$ cat config.mk
export PLATFORM = sky130hd
export DESIGN_NAME = aer_regs
export DESIGN_NICKNAME = d
export VERILOG_FILES = /design/src/design/aer_pkg.sv /design/src/design/aer_hdr_log.sv /design/src/design/aer_regs.sv
export VERILOG_INCLUDE_DIRS = /design/src /design/src/design
export SDC_FILE = /design/constraint.sdc
export NUM_CORES = 1
export LEC_CHECK = 0
export ABC_AREA = 1
export BUFFER_PORTS_ARGS = -buffer_cell sky130_fd_sc_hd__buf_2
export CORE_ASPECT_RATIO = 1.1
export CORE_UTILIZATION = 25
export DETAILED_ROUTE_END_ITERATION = 6
export PLACE_DENSITY = 0.54
export SYNTH_ARGS = -nofsm -noshare
export SYNTH_HDL_FRONTEND = slang
export SYNTH_SLANG_ARGS = --single-unit
export TNS_END_PERCENT = 20
$ cat constraint.sdc
create_clock -name sys_clk -period 1.4 [get_ports sys_clk]
set_input_delay 0.07 -clock sys_clk [delete_from_list [all_inputs] [get_ports sys_clk]]
set_output_delay 0.07 -clock sys_clk [all_outputs]
set_load 0.005 [all_outputs]
$ cat src/design/aer_map.svh
// Register offsets, field positions and reset values of the error report bank
`ifndef AER_MAP_SVH
`define AER_MAP_SVH

`define AER_ADDR_W 12
`define AER_OFF_CORR_STATUS 12'h110
`define AER_OFF_CORR_MASK 12'h114
`define AER_OFF_ERR_CTRL 12'h118
`define AER_OFF_HDR_LOG1 12'h11c
`define AER_OFF_HDR_LOG2 12'h120
`define AER_OFF_HDR_LOG3 12'h124
`define AER_OFF_HDR_LOG4 12'h128
`define AER_OFF_IRQ_STATUS 12'h140
`define AER_OFF_IRQ_CLEAR 12'h144
`define AER_OFF_IRQ_ENABLE 12'h148
`define AER_OFF_LOCK 12'h14c

`define AER_BIT_RCV_ERR 0
`define AER_BIT_BAD_PKT 6
`define AER_BIT_BAD_LINK_PKT 7
`define AER_BIT_REPLAY_ROLL 8
`define AER_BIT_REPLAY_TO 12
`define AER_BIT_ADVISORY 13
`define AER_CORR_IMPL (32'h00003000 | 32'h000001c1)
`define AER_CORR_MASK_RST 32'h00002000

`define AER_FEP_LSB 0
`define AER_FEP_MSB 4
`define AER_BIT_GEN_CAP 5
`define AER_BIT_GEN_EN 6
`define AER_BIT_CHK_CAP 7
`define AER_BIT_CHK_EN 8
`define AER_GEN_CAP_RST 1'h1
`define AER_CHK_CAP_RST 1'h1

`define AER_IRQ_CORR 0
`define AER_IRQ_UNCORR 1
`define AER_IRQ_W 2

`endif

$ cat src/design/aer_pkg.sv
// Types shared by the error report bank
`default_nettype none
package aer_pkg;
    typedef logic [31:0] aer_word_t;
    typedef logic [11:0] aer_addr_t;
    typedef logic [4:0] aer_ptr_t;
    typedef enum logic {AER_LOG_OPEN, AER_LOG_HELD} aer_log_e;
endpackage : aer_pkg
`default_nettype wire

$ cat src/design/aer_hdr_log.sv
// First-error header capture: four log words and the first error pointer
`include "aer_map.svh"
`default_nettype none
module aer_hdr_log (
    // Clock and power-on reset; the whole log is sticky
    input wire logic sys_clk,
    input wire logic sticky_rst_n,
    // Uncorrectable error report from the transaction layer
    input wire logic uerr_valid,
    input wire aer_pkg::aer_ptr_t uerr_bit,
    input wire aer_pkg::aer_word_t uerr_hdr [4],
    // Software releases the log once it was read
    input wire logic log_release,
    // Captured state
    output aer_pkg::aer_word_t hdr_word [4],
    output aer_pkg::aer_ptr_t first_ptr,
    output logic captured
);
    import aer_pkg::*;

    aer_log_e state_reg;
    aer_log_e state_next;
    aer_word_t hdr_reg [4];
    aer_word_t hdr_next [4];
    aer_ptr_t ptr_reg;
    aer_ptr_t ptr_next;
    logic take;

    always_comb begin
        state_next = state_reg;
        take = 1'b0;
        case (state_reg)
            AER_LOG_OPEN: begin
                if (uerr_valid) begin
                    take = 1'b1;
                    state_next = AER_LOG_HELD;
                end
            end
            AER_LOG_HELD: begin
                // Later errors do not disturb a held log
                if (log_release) begin
                    state_next = AER_LOG_OPEN;
                end
            end
            default: state_next = AER_LOG_OPEN;
        endcase
        ptr_next = take ? uerr_bit : ptr_reg;
    end

    genvar i;
    generate
        for (i = 0; i < 4; i++) begin : g_word
            assign hdr_next[i] = take ? uerr_hdr[i] : hdr_reg[i];
            // Sticky: only the power-on reset clears the log
            always_ff @(posedge sys_clk or negedge sticky_rst_n) begin
                if (!sticky_rst_n) begin
                    hdr_reg[i] <= 32'h0;
                end else begin
                    hdr_reg[i] <= hdr_next[i];
                end
            end
            assign hdr_word[i] = hdr_reg[i];
        end
    endgenerate

    always_ff @(posedge sys_clk or negedge sticky_rst_n) begin
        if (!sticky_rst_n) begin
            state_reg <= AER_LOG_OPEN;
            ptr_reg <= 5'h0;
        end else begin
            state_reg <= state_next;
            ptr_reg <= ptr_next;
        end
    end

    assign first_ptr = ptr_reg;
    assign captured = (state_reg == AER_LOG_HELD);
endmodule : aer_hdr_log
`default_nettype wire

$ cat src/design/aer_regs.sv
// Correctable mask, error control and header log registers of one switch port
`include "aer_map.svh"
`default_nettype none
module aer_regs (
    // Clock and resets
    input wire logic sys_clk,
    input wire logic resetn,
    input wire logic sticky_rst_n,
    // Register port
    input wire aer_pkg::aer_addr_t reg_addr,
    input wire aer_pkg::aer_word_t reg_wdata,
    input wire logic reg_wr,
    input wire logic reg_rd,
    output aer_pkg::aer_word_t reg_rdata,
    // Correctable events, one-cycle pulses
    input wire logic ev_rcv_err,
    input wire logic ev_bad_pkt,
    input wire logic ev_bad_link_pkt,
    input wire logic ev_replay_roll,
    input wire logic ev_replay_to,
    input wire logic ev_advisory,
    // Uncorrectable error with its header
    input wire logic uerr_valid,
    input wire aer_pkg::aer_ptr_t uerr_bit,
    input wire aer_pkg::aer_word_t uerr_hdr [4],
    // Reports and controls
    output logic corr_report,
    output logic crc_gen_enable,
    output logic crc_check_enable,
    output logic irq
);
    import aer_pkg::*;

    aer_word_t corr_status_reg;
    aer_word_t corr_status_next;
    aer_word_t corr_mask_reg;
    aer_word_t corr_mask_next;
    logic gen_cap_reg;
    logic gen_cap_next;
    logic chk_cap_reg;
    logic chk_cap_next;
    logic gen_en_reg;
    logic gen_en_next;
    logic chk_en_reg;
    logic chk_en_next;
    logic lock_reg;
    logic lock_next;
    logic [`AER_IRQ_W-1:0] irq_status_reg;
    logic [`AER_IRQ_W-1:0] irq_status_next;
    logic [`AER_IRQ_W-1:0] irq_en_reg;
    logic [`AER_IRQ_W-1:0] irq_en_next;
    aer_word_t rdata_reg;
    aer_word_t rdata_next;
    logic report_reg;
    logic report_next;
    aer_word_t ev_vec;
    aer_word_t impl;
    aer_word_t hdr_word [4];
    aer_ptr_t first_ptr;
    logic captured;
    logic log_release;
    logic wr_status;
    logic wr_mask;
    logic wr_ctrl;
    logic uerr_new;

    aer_hdr_log u_log (
        .sys_clk(sys_clk),
        .sticky_rst_n(sticky_rst_n),
        .uerr_valid(uerr_valid),
        .uerr_bit(uerr_bit),
        .uerr_hdr(uerr_hdr),
        .log_release(log_release),
        .hdr_word(hdr_word),
        .first_ptr(first_ptr),
        .captured(captured)
    );

    always_comb begin
        impl = `AER_CORR_IMPL;
        ev_vec = 32'h0;
        ev_vec[`AER_BIT_RCV_ERR] = ev_rcv_err;
        ev_vec[`AER_BIT_BAD_PKT] = ev_bad_pkt;
        ev_vec[`AER_BIT_BAD_LINK_PKT] = ev_bad_link_pkt;
        ev_vec[`AER_BIT_REPLAY_ROLL] = ev_replay_roll;
        ev_vec[`AER_BIT_REPLAY_TO] = ev_replay_to;
        ev_vec[`AER_BIT_ADVISORY] = ev_advisory;
        wr_status = reg_wr && (reg_addr == `AER_OFF_CORR_STATUS);
        wr_mask = reg_wr && (reg_addr == `AER_OFF_CORR_MASK);
        wr_ctrl = reg_wr && (reg_addr == `AER_OFF_ERR_CTRL);
        // Clearing the uncorrectable interrupt bit reopens the log
        log_release = reg_wr && (reg_addr == `AER_OFF_IRQ_CLEAR)
            && reg_wdata[`AER_IRQ_UNCORR];
        uerr_new = uerr_valid && !captured;
    end

    // Status: event set wins over a write-one clear in the same cycle
    always_comb begin
        corr_status_next = corr_status_reg;
        if (wr_status) begin
            corr_status_next = corr_status_next & ~(reg_wdata & impl);
        end
        corr_status_next = (corr_status_next | ev_vec) & impl;
        // Report only events whose mask bit is clear
        report_next = |(ev_vec & ~corr_mask_reg & impl);
    end

    always_comb begin
        corr_mask_next = corr_mask_reg;
        if (wr_mask) begin
            corr_mask_next = reg_wdata & impl;
        end
    end

    // Control: capability bits follow the lock
    always_comb begin
        gen_cap_next = gen_cap_reg;
        chk_cap_next = chk_cap_reg;
        gen_en_next = gen_en_reg;
        chk_en_next = chk_en_reg;
        lock_next = lock_reg;
        if (wr_ctrl) begin
            if (!lock_reg) begin
                gen_cap_next = reg_wdata[`AER_BIT_GEN_CAP];
                chk_cap_next = reg_wdata[`AER_BIT_CHK_CAP];
            end
            gen_en_next = reg_wdata[`AER_BIT_GEN_EN];
            chk_en_next = reg_wdata[`AER_BIT_CHK_EN];
        end
        if (reg_wr && (reg_addr == `AER_OFF_LOCK)) begin
            lock_next = reg_wdata[0];
        end
    end

    // Interrupt status: set wins over clear
    always_comb begin
        irq_status_next = irq_status_reg;
        irq_en_next = irq_en_reg;
        if (reg_wr && (reg_addr == `AER_OFF_IRQ_CLEAR)) begin
            irq_status_next = irq_status_next & ~reg_wdata[`AER_IRQ_W-1:0];
        end
        irq_status_next[`AER_IRQ_CORR] = irq_status_next[`AER_IRQ_CORR] | report_next;
        irq_status_next[`AER_IRQ_UNCORR] = irq_status_next[`AER_IRQ_UNCORR] | uerr_new;
        if (reg_wr && (reg_addr == `AER_OFF_IRQ_ENABLE)) begin
            irq_en_next = reg_wdata[`AER_IRQ_W-1:0];
        end
    end

    always_comb begin
        rdata_next = 32'h0;
        if (reg_rd) begin
            case (reg_addr)
                `AER_OFF_CORR_STATUS: rdata_next = corr_status_reg;
                `AER_OFF_CORR_MASK: rdata_next = corr_mask_reg & impl;
                `AER_OFF_ERR_CTRL: begin
                    rdata_next[`AER_FEP_MSB:`AER_FEP_LSB] = first_ptr;
                    rdata_next[`AER_BIT_GEN_CAP] = gen_cap_reg;
                    rdata_next[`AER_BIT_GEN_EN] = gen_en_reg;
                    rdata_next[`AER_BIT_CHK_CAP] = chk_cap_reg;
                    rdata_next[`AER_BIT_CHK_EN] = chk_en_reg;
                end
                `AER_OFF_HDR_LOG1: rdata_next = hdr_word[0];
                `AER_OFF_HDR_LOG2: rdata_next = hdr_word[1];
                `AER_OFF_HDR_LOG3: rdata_next = hdr_word[2];
                `AER_OFF_HDR_LOG4: rdata_next = hdr_word[3];
                `AER_OFF_IRQ_STATUS: rdata_next[`AER_IRQ_W-1:0] = irq_status_reg;
                `AER_OFF_IRQ_ENABLE: rdata_next[`AER_IRQ_W-1:0] = irq_en_reg;
                `AER_OFF_LOCK: rdata_next[0] = lock_reg;
                default: rdata_next = 32'h0;
            endcase
        end
    end

    // Sticky group: kept through ordinary resets
    always_ff @(posedge sys_clk or negedge sticky_rst_n) begin
        if (!sticky_rst_n) begin
            corr_status_reg <= 32'h0;
            corr_mask_reg <= `AER_CORR_MASK_RST;
            gen_en_reg <= 1'b0;
            chk_en_reg <= 1'b0;
        end else begin
            corr_status_reg <= corr_status_next;
            corr_mask_reg <= corr_mask_next;
            gen_en_reg <= gen_en_next;
            chk_en_reg <= chk_en_next;
        end
    end

    // Ordinary group
    always_ff @(posedge sys_clk or negedge resetn) begin
        if (!resetn) begin
            gen_cap_reg <= `AER_GEN_CAP_RST;
            chk_cap_reg <= `AER_CHK_CAP_RST;
            lock_reg <= 1'b0;
            irq_status_reg <= 2'h0;
            irq_en_reg <= 2'h0;
            rdata_reg <= 32'h0;
            report_reg <= 1'b0;
        end else begin
            gen_cap_reg <= gen_cap_next;
            chk_cap_reg <= chk_cap_next;
            lock_reg <= lock_next;
            irq_status_reg <= irq_status_next;
            irq_en_reg <= irq_en_next;
            rdata_reg <= rdata_next;
            report_reg <= report_next;
        end
    end

    assign reg_rdata = rdata_reg;
    assign corr_report = report_reg;
    assign crc_gen_enable = gen_en_reg;
    assign crc_check_enable = chk_en_reg;
    assign irq = |(irq_status_reg & irq_en_reg);
endmodule : aer_regs
`default_nettype wire

# [Word-level counts from Yosys, hierarchy flattened]
# Cells that the tools add are included.
[totals] out_inout_bits=36 word_cells=63 register_bits=188 input_bits=189
[classes] reduce_logical=12 eq_ne=11 mux=11 bitwise=12
[op_table] cell="23-bit one-hot mux with 6 select lines" n=1
[op_table] cell="12-bit by 9-bit == test with 1-bit output (second input constant)" n=11
[op_table] cell="7-bit one-hot mux with 7 select lines" n=1
[op_table] cell="32-bit 2-to-1 mux" n=1
[op_table] cell="14-bit bitwise AND" n=2
[op_table] cell="14-bit NOT" n=2
[op_table] cell="14-bit 2-to-1 mux" n=1
[op_table] cell="14-bit bitwise OR" n=1
[op_table] cell="1-bit one-hot mux with 10 select lines" n=1
[op_table] cell="1-bit logical AND" n=8
[op_table] cell="1-bit one-hot mux with 7 select lines" n=1
[op_table] cell="6-bit OR reduction" n=1
[op_table] cell="2-bit bitwise AND" n=2
[op_table] cell="1-bit 2-to-1 mux" n=3
[op_table] cell="2-bit 2-to-1 mux" n=1
[op_table] cell="1-bit NOT" n=2
[op_table] cell="2-bit NOT" n=1
[op_table] cell="1-bit bitwise OR" n=2
[op_table] cell="1-bit one-hot mux with 2 select lines" n=1
[op_table] cell="2-bit AND reduction" n=1
[op_table] cell="2-bit OR reduction" n=1
[op_table] cell="1-bit logical NOT" n=1

# [Depth between registers and ports, before layout]
# Gate-level depths: netlist of the first run.
[depth] ltp_word=5 mapped_depth=12 mapped_depth_nobuf=12

# [Modules after synthesis]
# A second synthesis of the first run with hierarchy kept.
[unflattened] cells_unflattened=1111 area_unflattened_um2=8874.8
[modules_own_cells] mod="aer_hdr_log" cells_per_inst=579 n_inst=1 area_each_um2=5286.3 seq_area_each_um2=3353.2
[modules_own_cells] mod="aer_regs" cells_per_inst=532 n_inst=1 area_each_um2=3588.4 seq_area_each_um2=1355.0

# [Worst setup path after synthesis of the first run]
# No wires, ideal clock.
[synth_path] path_type="register -> register" start="register u_log.state_reg, in the netlist u_log.captured" end="register u_log.ptr_reg[0], in the netlist u_log.first_ptr[0]" setup_slack_ns=0.007 n_path_buf=2 stages_incl_launch_ff=6 period_less_slack_ns=1.393 setup_ns=0.125 t_arrival_ns=1.268 t_required_ns=1.275 cell_sequence="dfrtp_1 > inv_1 > nand2_1 > buf_2 > buf_2 > mux2_2"
[synth_via] elab_chain_cells=1
[synth_rtl] element="from (decl)" line_no="aer_hdr_log.sv:21" rtl="aer_log_e state_reg;"
[synth_rtl] element="from (signal assigned)" line_no="aer_hdr_log.sv:71" rtl="state_reg <= state_next;"
[synth_rtl] element="1-bit 2-to-1 mux" line_no="aer_hdr_log.sv:32" rtl="case (state_reg)"
[synth_rtl] element="to (signal assigned)" line_no="aer_hdr_log.sv:72" rtl="ptr_reg <= ptr_next;"
[synth_rtl] element="to (decl)" line_no="aer_hdr_log.sv:25" rtl="aer_ptr_t ptr_reg;"
# Every way passes these cells.
# A chain may end at the register's enable or synchronous reset.

# [Final worst setup path of the first run]
[layout_path] start="register u_log.state_reg, in the netlist u_log.captured" end="register u_log.hdr_reg (netlist bit u_log.hdr_word[25])"
[layout_via] elab_chain_cells=1
[layout_rtl] element="1-bit 2-to-1 mux" line_no="aer_hdr_log.sv:32"
[layout_rtl] element="to (signal, indexed assignment)" line_no="aer_hdr_log.sv:59" rtl="hdr_reg[i] <= hdr_next[i];"
[layout_rtl] element="to (decl)" line_no="aer_hdr_log.sv:23" rtl="aer_word_t hdr_reg [4];"
# Every way passes these cells.

==> reports/results.ini, run 1 <==
[setup_path]
timing.rr.end=u_log.hdr_word[25]
reg2regPathDepth=4
crit_type=reg2reg
end_kind=flop
ff2ff_setup_slack_ps=30
crit_path_max_fanout=15
required_ps=1730
cp-start-kind=flop
crit_arrival_ps=1700
reg2reg_from=u_log.captured

[drt]
drtAntennaViolNets=0
wirelength_um=25230
drt_iter0_markers=226
viasPerCell=4.294
dr.pass1.iters=4
vias=7050
routedWlPerCell_um=15.36
route.detailed.drc=0

[cts]
cts_setup_buffers=0
cts-root-buf=clkbuf_16
clock-sinks=188
cts_tree=built
cts-htree-levels=4
numCtsBuffers=17
clk-insertion-delay-late_ps=450
clk_pin_slew_ps=80
cts_max_path_buffers=2

[global_route]
overflow=0
grt.total_usage=0.1515
grt_pass1_vias=7294
grt_pass1_wl_um=39410
antenna_found_initial=2
grt_max_degree=74

[synth]
ys_warn_count=0
ys_seq_elements=188
syn_avg_cell_area_sq_um=10.28
yosys-top-cells-area=dfrtp_1, mux2_2, nand2_1, nand3_1, nor2_1
synth_area_sq_um=8408
seq_area_frac_synth=0.5600
syn_inst=818
yosys.area.top_type=dfrtp_1
synth_fp_nets=1007
ys_types=26
yosys.area.top_type_share=0.5506

[flow_run]
maxCapViolations=0

[sta]
whs_ps=50.77
finalHoldViolCount=0
skew_ps=14.11
rsz0062_at_grt=true
worst_pin_slew_ps=425.4
min_period_ps=1371
layout_setup_ws_ps=28.88
finalMaxSlewViolations=0
fin_setup_tns_ps=0
max_freq_mhz=729.3
finalCritPeriodShare=0.9794
maxSlewHeadroom=0.7164
finalSetupViolations=0

[power_and_ir_drop]
ir_drop_uv=769.1
power.density_nw_per_um2=920.8
total_power_mw=11.44
power.static_leakage_nw=6.525

[cells_and_area]
antenna_cells=0
mostFrequentLayoutCells=nand2_1, buf_2, dfrtp_1
drive_gt1_frac=0.3769
instances_no_fill=1642
design_area_sq_um=12430
nets=1386
area_delta_synth_final_pct=47.81
nFillCells=3257
final_core_util=0.3744
largest_reg_flops=128

[die]
fp.dieW_um=176.9
pin_count=225
std_cell_rows=70
initial_core_util=0.2533
die-area_sq_um=34370
coreArea_sq_um=33190
die-height_um=194.3

[placed_design]
numPortBuffers=200
place_inst=1459
place_area_sq_um=10320
dpl.hpwl_um=17780
pre_cts_slack_ps=-126.2
routabilityCongestion=0.7938

[run_status]
status=finished, final reports clean

[hold_path]
min_from=reg_addr[3]
whs_path_depth=3
holdPathEnd=irq_en_reg[0]
hp-class=in2reg

-- Yosys cell counts --
library cell / count
nand2_1: 200
dfrtp_1: 185
mux2_2: 132
nand3_1: 86
nor2_1: 55
inv_1: 40
buf_2: 28
nor2_2: 26
o21ai_0: 14
a21oi_1: 8
inv_2: 7
o21ai_1: 6
nor2_4: 5
nand4_1: 4
buf_1: 3
dfstp_2: 3
nand2_2: 3
buf_4: 2
buf_6: 2
nor3_1: 2
o22ai_1: 2
clkbuf_1: 1
clkinv_1: 1
nand2_4: 1
o21bai_1: 1
o221ai_1: 1
-- final cells by class --
class / instances / area, sq um / share of cell area
inverter: 48 / 180.2 / 0.01450
clock inverter: 15 / 155.1 / 0.01248
clock buffer: 17 / 425.4 / 0.03423
sequential: 188 / 4708 / 0.3788
multi-input combinational: 546 / 3354 / 0.2699
tap: 432 / 540.5 / 0.04349
timing repair buffer: 396 / 3064 / 0.2466
-- cell families after synthesis --
group           Yosys count  share of synthesized area
simple gates            382                     0.1988
flops                   188                     0.5600
mux                     132                     0.1768
buf+inv                  84                    0.04434
compound gates           32                    0.02009
-- repair_timing --
item                                   4_1_cts  5_1_grt
endpoints found under the hold margin      346        0
hold buffers                               151        0
resized for setup                            0        3
setup endpoints to repair                    0       72
-- critical path, cell delays in order (launching register included) --
cell	delay, ps
dfrtp_1	330
inv_1	70
nand2_4	190
buf_4	290
mux2_2	360
-- worst max path at each step --
stage	from	end	slack, ps	cells past startpoint
2_1_floorplan	u_log.captured	u_log.first_ptr[0]	7	5
3_3_place_gp	reg_addr[6]	reg_rdata[23]	-120	12
3_5_place_dp	reg_addr[6]	reg_rdata[21]	-130	12
4_1_cts	u_log.captured	u_log.hdr_word[71]	6	4
5_1_grt	u_log.captured	u_log.hdr_word[71]	-40	4
6_report	u_log.captured	u_log.hdr_word[25]	30	4
-- power by group --
group	internal, mW	total (mW)	switching [mW]	leakage, nW
clock network	2.52	4.86	2.34	0.278
logic	0.580	0.973	0.393	3.70
registers	5.54	5.61	0.0610	2.55
-- per-layer routing --
layer,vias up,routed length [um],global-route usage
li1,3446,-,-
met1,3384,10990,0.1869
met2,177,12430,0.2526
met3,39,1188,0.03756
met4,4,581,0.05811
met5,-,34,0
Note: power is estimated with default switching activity, not from simulation.
==> run 2: changes to the inputs <==
- CTS_BUF_LIST: default -> sky130_fd_sc_hd__clkbuf_4 sky130_fd_sc_hd__clkbuf_8
==> run 2 against run 1 <==
Sequential share of layout area rose by 0.43 points; first-iteration DRC count rose by 22%; die area did not move; combinational power rose by 0.8%; setup slack got worse by 14 ps; register-to-register slack barely moved; critical path depth did not move; global-route usage barely moved; highest routed layer unchanged; final cell count rose by 0.30%.
==> reports/results.ini, run 2 (synthesized netlist as in run 1, its figures left out) <==
[cells_and_area]
nets=1391  ; +0.36%
antenna_cells=0  ; unchanged
largest_reg_flops=128  ; unchanged
mostFrequentLayoutCells=nand2_1, buf_2, dfrtp_1
instances_no_fill=1647  ; +0.30%
area_delta_synth_final_pct=46.15
drive_gt1_frac=0.3753  ; -0.001551
final_core_util=0.3702  ; -0.004221

[power_and_ir_drop]
ir_drop_uv=664.4  ; -14%
intPower_mw=7.602  ; -12%
p_sw_frac=0.2580  ; +0.01348
seqPwrFrac=0.547  ; +0.057
power.density_nw_per_um2=833.8  ; -9.4%
p_comb_frac=0.096  ; +0.011
p_switching_mw=2.644  ; -5.5%
clockPowerShare=0.357  ; -0.068
power.static_leakage_nw=6.456  ; -1.1%
total_power_mw=10.25  ; -10%

[setup_path]
slowest_stage=mux2_2
crit_buf_inv=2  ; unchanged
crit_arrival_ps=1770  ; +70 ps
reg2reg_from=u_log.captured
timing.rr.end=u_log.hdr_word[25]
reg2regPathDepth=4  ; unchanged
worst_path_dominant_cell_family=buffers and inverters
path_cells=inv_1, nand2_4, buf_4, mux2_2
required_ps=1780  ; +50 ps
end_kind=flop
ff2ff_setup_slack_ps=20  ; about the same
critPathMaxStageDelay_ps=360  ; about the same
cp-start-kind=flop
crit_type=reg2reg
crit_path_max_fanout=15  ; unchanged

[die]
die-height_um=194.3  ; unchanged
pin_count=225  ; unchanged
initial_core_util=0.2533  ; unchanged
fp.dieW_um=176.9  ; unchanged
die-area_sq_um=34370  ; unchanged
std_cell_rows=70  ; unchanged
coreArea_sq_um=33190  ; unchanged

[placed_design]
dpl.hpwl_um=17780  ; unchanged
pre_cts_slack_ps=-126.2  ; unchanged
routabilityCongestion=0.7938  ; unchanged
place_inst=1459  ; unchanged
numPortBuffers=200  ; unchanged

[sta]
maxSlewHeadroom=0.7189  ; +0.002501
finalCritPeriodShare=0.9891  ; +0.009709
skew_ps=20.23  ; +6.120 ps
rsz0062_at_grt=true
max_freq_mhz=722.2  ; -0.98%
layout_setup_ws_ps=15.29  ; -13.59 ps
whs_ps=74.58  ; +23.81 ps
finalMaxSlewViolations=0  ; unchanged
min_period_ps=1385  ; +13.59 ps
finalHoldViolCount=0  ; unchanged
worst_pin_slew_ps=421.6  ; -3.752 ps
finalSetupViolations=0  ; unchanged

[hold_path]
hp-class=in2reg
whs_path_depth=6  ; +3
min_from=reg_addr[3]
holdPathEnd=reg_rdata[1]

[global_route]
antenna_found_initial=2  ; unchanged
grt_pass1_wl_um=39530  ; +0.32%
grt.total_usage=0.1518  ; +0.0002706
grt_pass1_vias=7318  ; +0.33%
grt_max_degree=74  ; unchanged
overflow=0  ; unchanged

[cts]
clk_pin_slew_ps=120  ; +40 ps
cts-htree-levels=4  ; unchanged
clock-sinks=188  ; unchanged
cts_max_path_buffers=2  ; unchanged
cts-root-buf=clkbuf_8
cts_setup_buffers=0  ; unchanged
cts_tree=built
clk-insertion-delay-late_ps=500  ; +50 ps
numCtsBuffers=17  ; unchanged

[drt]
vias=7086  ; +0.51%
dr.pass1.iters=5  ; +1
viasPerCell=4.302  ; +0.21%
route.detailed.drc=0  ; unchanged
drtAntennaViolNets=0  ; unchanged
routedWlPerCell_um=15.39  ; +0.17%
wirelength_um=25350  ; +0.47%
drt_iter0_markers=275  ; +22%

[run_status]
status=finished, final reports clean

[flow_run]
maxCapViolations=0  ; unchanged

## run 2: changes by cell type in the layout (fill, tap and decap cells not counted)
cell | before | now
clkbuf_16 | 17 | 0
clkbuf_8 | 0 | 17
dlygate4sd3_1 | 151 | 156
mux2_2 | 130 | 131
mux2_4 | 2 | 1
nor2_2 | 25 | 24
nor2_4 | 7 | 8
## run 2: metrics by stage
step | area (sq um) | TNS [ps]
floorplan | 8408 | 0
global placement | 10320 | -1998
detailed placement | 10320 | -2471
CTS | 12280 | -0.2865
global route | 12290 | -2066
finish | 12290 | 0
## run 2: repair_timing
item	4_1_cts	5_1_grt
endpoints found under the hold margin	352	0
pin swaps	0	0
hold buffers	156	0
resized for setup	1	2
setup endpoints to repair	6	104
## run 2: final cells by class
cell class              count  area, sq um
well taps                 432        540.5
clock inverters            15        155.1
flip-flops and latches    188         4708
repair buffers            401         3114
multi-input cells         546         3356
fillers                  3284        20910
clock buffers              17        234.0
inverters                  48        180.2
## run 2: worst min-delay path: stages
cell,delay [ps]
buf_2,160
inv_2,70
nand4_1,90
nand3_1,70
nand2_1,60
inv_1,30
## run 2: power groups by stage
stage | Sequential [mW] | Combinational (mW) | Clock (mW)
finish | 5.60 | 0.981 | 3.66
global placement | 5.71 | 0.645 | 0
floorplan | 5.69 | 0.184 | 0
detailed placement | 5.71 | 0.655 | 0
CTS | 5.61 | 0.991 | 3.83
global route | 5.62 | 1.07 | 4.02
## run 2: how the worst max path moves through the flow
| stage | start | end | slack, ps | depth (start not counted) |
|---|---|---|---|---|
| after CTS | u_log.captured | u_log.hdr_word[107] | -0.3 | 4 |
| after global placement | reg_addr[6] | reg_rdata[23] | -120 | 12 |
| final | u_log.captured | u_log.hdr_word[25] | 20 | 4 |
| after floorplan | u_log.captured | u_log.first_ptr[0] | 7 | 5 |
| after global routing | u_log.captured | u_log.hdr_word[11] | -40 | 4 |
| after detailed placement | reg_addr[6] | reg_rdata[21] | -130 | 12 |
## run 2: metal layers
metal | routed length (um) | GRT usage
met1 | 11040 | 0.1855
met2 | 12580 | 0.2562
met4 | 517 | 0.05556
met3 | 1174 | 0.03775
met5 | 33 | 0
==> run 3: changes to the inputs <==
- PLACE_DENSITY: 0.54 -> 0.53
==> run 3 against run 2 <==
Critical path depth stayed put; via count hardly changed; sequential power hardly changed; critical endpoint is now u_log.hdr_word[10]; clock power hardly changed; critical path type unchanged.
==> reports/results.ini, run 3 (synthesized netlist as in run 1, its figures left out) <==
[sta]
max_freq_mhz=748.3  ; +3.6%
min_period_ps=1336  ; -48.26 ps
finalHoldViolCount=0  ; unchanged
skew_ps=18.27  ; -1.957 ps
finalSetupViolations=0  ; unchanged
fin_setup_tns_ps=0  ; unchanged
worst_pin_slew_ps=401.4  ; -20.25 ps
finalCritPeriodShare=0.9546  ; -0.03447
rsz0062_at_grt=false
finalMaxSlewViolations=0  ; unchanged
whs_ps=86.52  ; +11.94 ps
maxSlewHeadroom=0.7324  ; +0.01350

[setup_path]
crit_path_max_fanout=23  ; +8
required_ps=1780  ; about the same
critPathMaxStageDelay_ps=390  ; +30 ps
cp-start-kind=flop
cp.depth=4  ; unchanged
reg2regPathDepth=4  ; unchanged
crit_arrival_ps=1720  ; -50 ps
slowest_stage=dfrtp_1
crit_type=reg2reg
path_cells=inv_2, nand2_8, buf_12, mux2_2
worst_path_dominant_cell_family=flip-flops
crit_buf_inv=2  ; unchanged
end_kind=flop

[cells_and_area]
largest_reg_flops=128  ; unchanged
drive_gt1_frac=0.3854  ; +0.01006
mostFrequentLayoutCells=nand2_1, buf_2, dfrtp_1
final_core_util=0.3758  ; +0.005616
antenna_cells=0  ; unchanged
nets=1406  ; +1.1%
area_delta_synth_final_pct=48.36

[placed_design]
routabilityCongestion=0.8300  ; +4.6%
dpl.hpwl_um=17940  ; +0.88%
numPortBuffers=200  ; unchanged

[die]
pin_count=225  ; unchanged
initial_core_util=0.2533  ; unchanged
die-height_um=194.3  ; unchanged
die-area_sq_um=34370  ; unchanged
fp.dieW_um=176.9  ; unchanged
coreArea_sq_um=33190  ; unchanged
std_cell_rows=70  ; unchanged

[global_route]
grt_pass1_wl_um=40010  ; +1.2%
overflow=0  ; unchanged
grt_pass1_vias=7407  ; +1.2%
antenna_found_initial=0  ; -2
grt_max_degree=41  ; -45%
grt.total_usage=0.1553  ; +0.003493

[drt]
wirelength_um=26080  ; +2.9%
vias=7091  ; +0.071%
drtAntennaViolNets=0  ; unchanged
drt_iter0_markers=215  ; -22%
route.detailed.drc=0  ; unchanged
dr.pass1.iters=4  ; -1
viasPerCell=4.267  ; -0.83%
routedWlPerCell_um=15.69  ; +2.0%

[cts]
clk-insertion-delay-late_ps=500  ; about the same
cts_setup_buffers=0  ; unchanged
cts-htree-levels=4  ; unchanged
clk_pin_slew_ps=110  ; about the same
cts-root-buf=clkbuf_8
numCtsBuffers=17  ; unchanged
clock-sinks=188  ; unchanged
cts_tree=built
cts_max_path_buffers=2  ; unchanged

[hold_path]
hp-class=in2async

[power_and_ir_drop]
ir_drop_uv=730.9  ; +10%
power.density_nw_per_um2=823.7  ; -1.2%
power.static_leakage_nw=6.552  ; +1.5%

[flow_run]
maxCapViolations=0  ; unchanged

[run_status]
status=finished, final reports clean

==> run 3: layer usage <==
metal	GRT usage	wire length, um
met2	0.2704	13130
met1	0.1878	11380
met5	0	0
met3	0.03384	1108
met4	0.05140	460
==> run 3: worst register-to-register path: cells and delay by family, from the launching register on <==
kind | cells | cell delay, ps
DFF | 1 | 390
buffers and inverters | 2 | 370
muxes | 1 | 300
and+or+nand+nor | 1 | 150
==> run 3: layout make-up <==
cell class	count	area [sq um]
clock buffer	18	241.5
clock inverter	14	152.6
fill	3282	20720
inverter	48	180.2
multi-input combinational	547	3377
sequential	188	4708
tap	432	540.5
timing repair buffer	415	3274
==> run 3: final timing paths <==
| check | from | slack, ps | end |
|---|---|---|---|
| hold reg to reg | gen_cap_reg | 480 | gen_cap_reg |
| setup / recovery | u_log.captured | 60 | u_log.hdr_word[10] |
| max in group asynchronous | sticky_rst_n | 240 | u_log.hdr_word[56] |
| hold / removal | resetn | 90 | irq_status_reg[0] |
| setup reg to reg | u_log.captured | 60 | u_log.hdr_word[10] |
| min in group sys_clk | reg_addr[2] | 90 | irq_en_reg[0] |
==> run 3: power by group <==
part / internal (mW) / switching [mW] / leakage, nW / total, mW
clock: 1.50 / 2.17 / 0.193 / 3.67
sequential: 5.54 / 0.0632 / 2.55 / 5.61
combinational: 0.594 / 0.402 / 3.81 / 0.997
total: 7.64 / 2.63 / 6.55 / 10.3
==> run 3: timing repair <==
action,CTS,global route
setup endpoints to repair,95,14
hold buffers,156,0
resized for setup,1,4
gates cloned,0,1
pin swaps,0,1
endpoints found under the hold margin,352,0
==> run 3: through the flow <==
stage               cells  worst slack (ps)  cell area, sq um  total power [mW]
floorplan             818             7.418              8408             5.875
detailed placement   1473            -209.4             10490             6.383
CTS                  1661             41.17             12450             10.47
global placement     1473            -226.0             10490             6.371
global route         1662             5.639             12470             10.73
finish               1662             63.55             12470             10.28
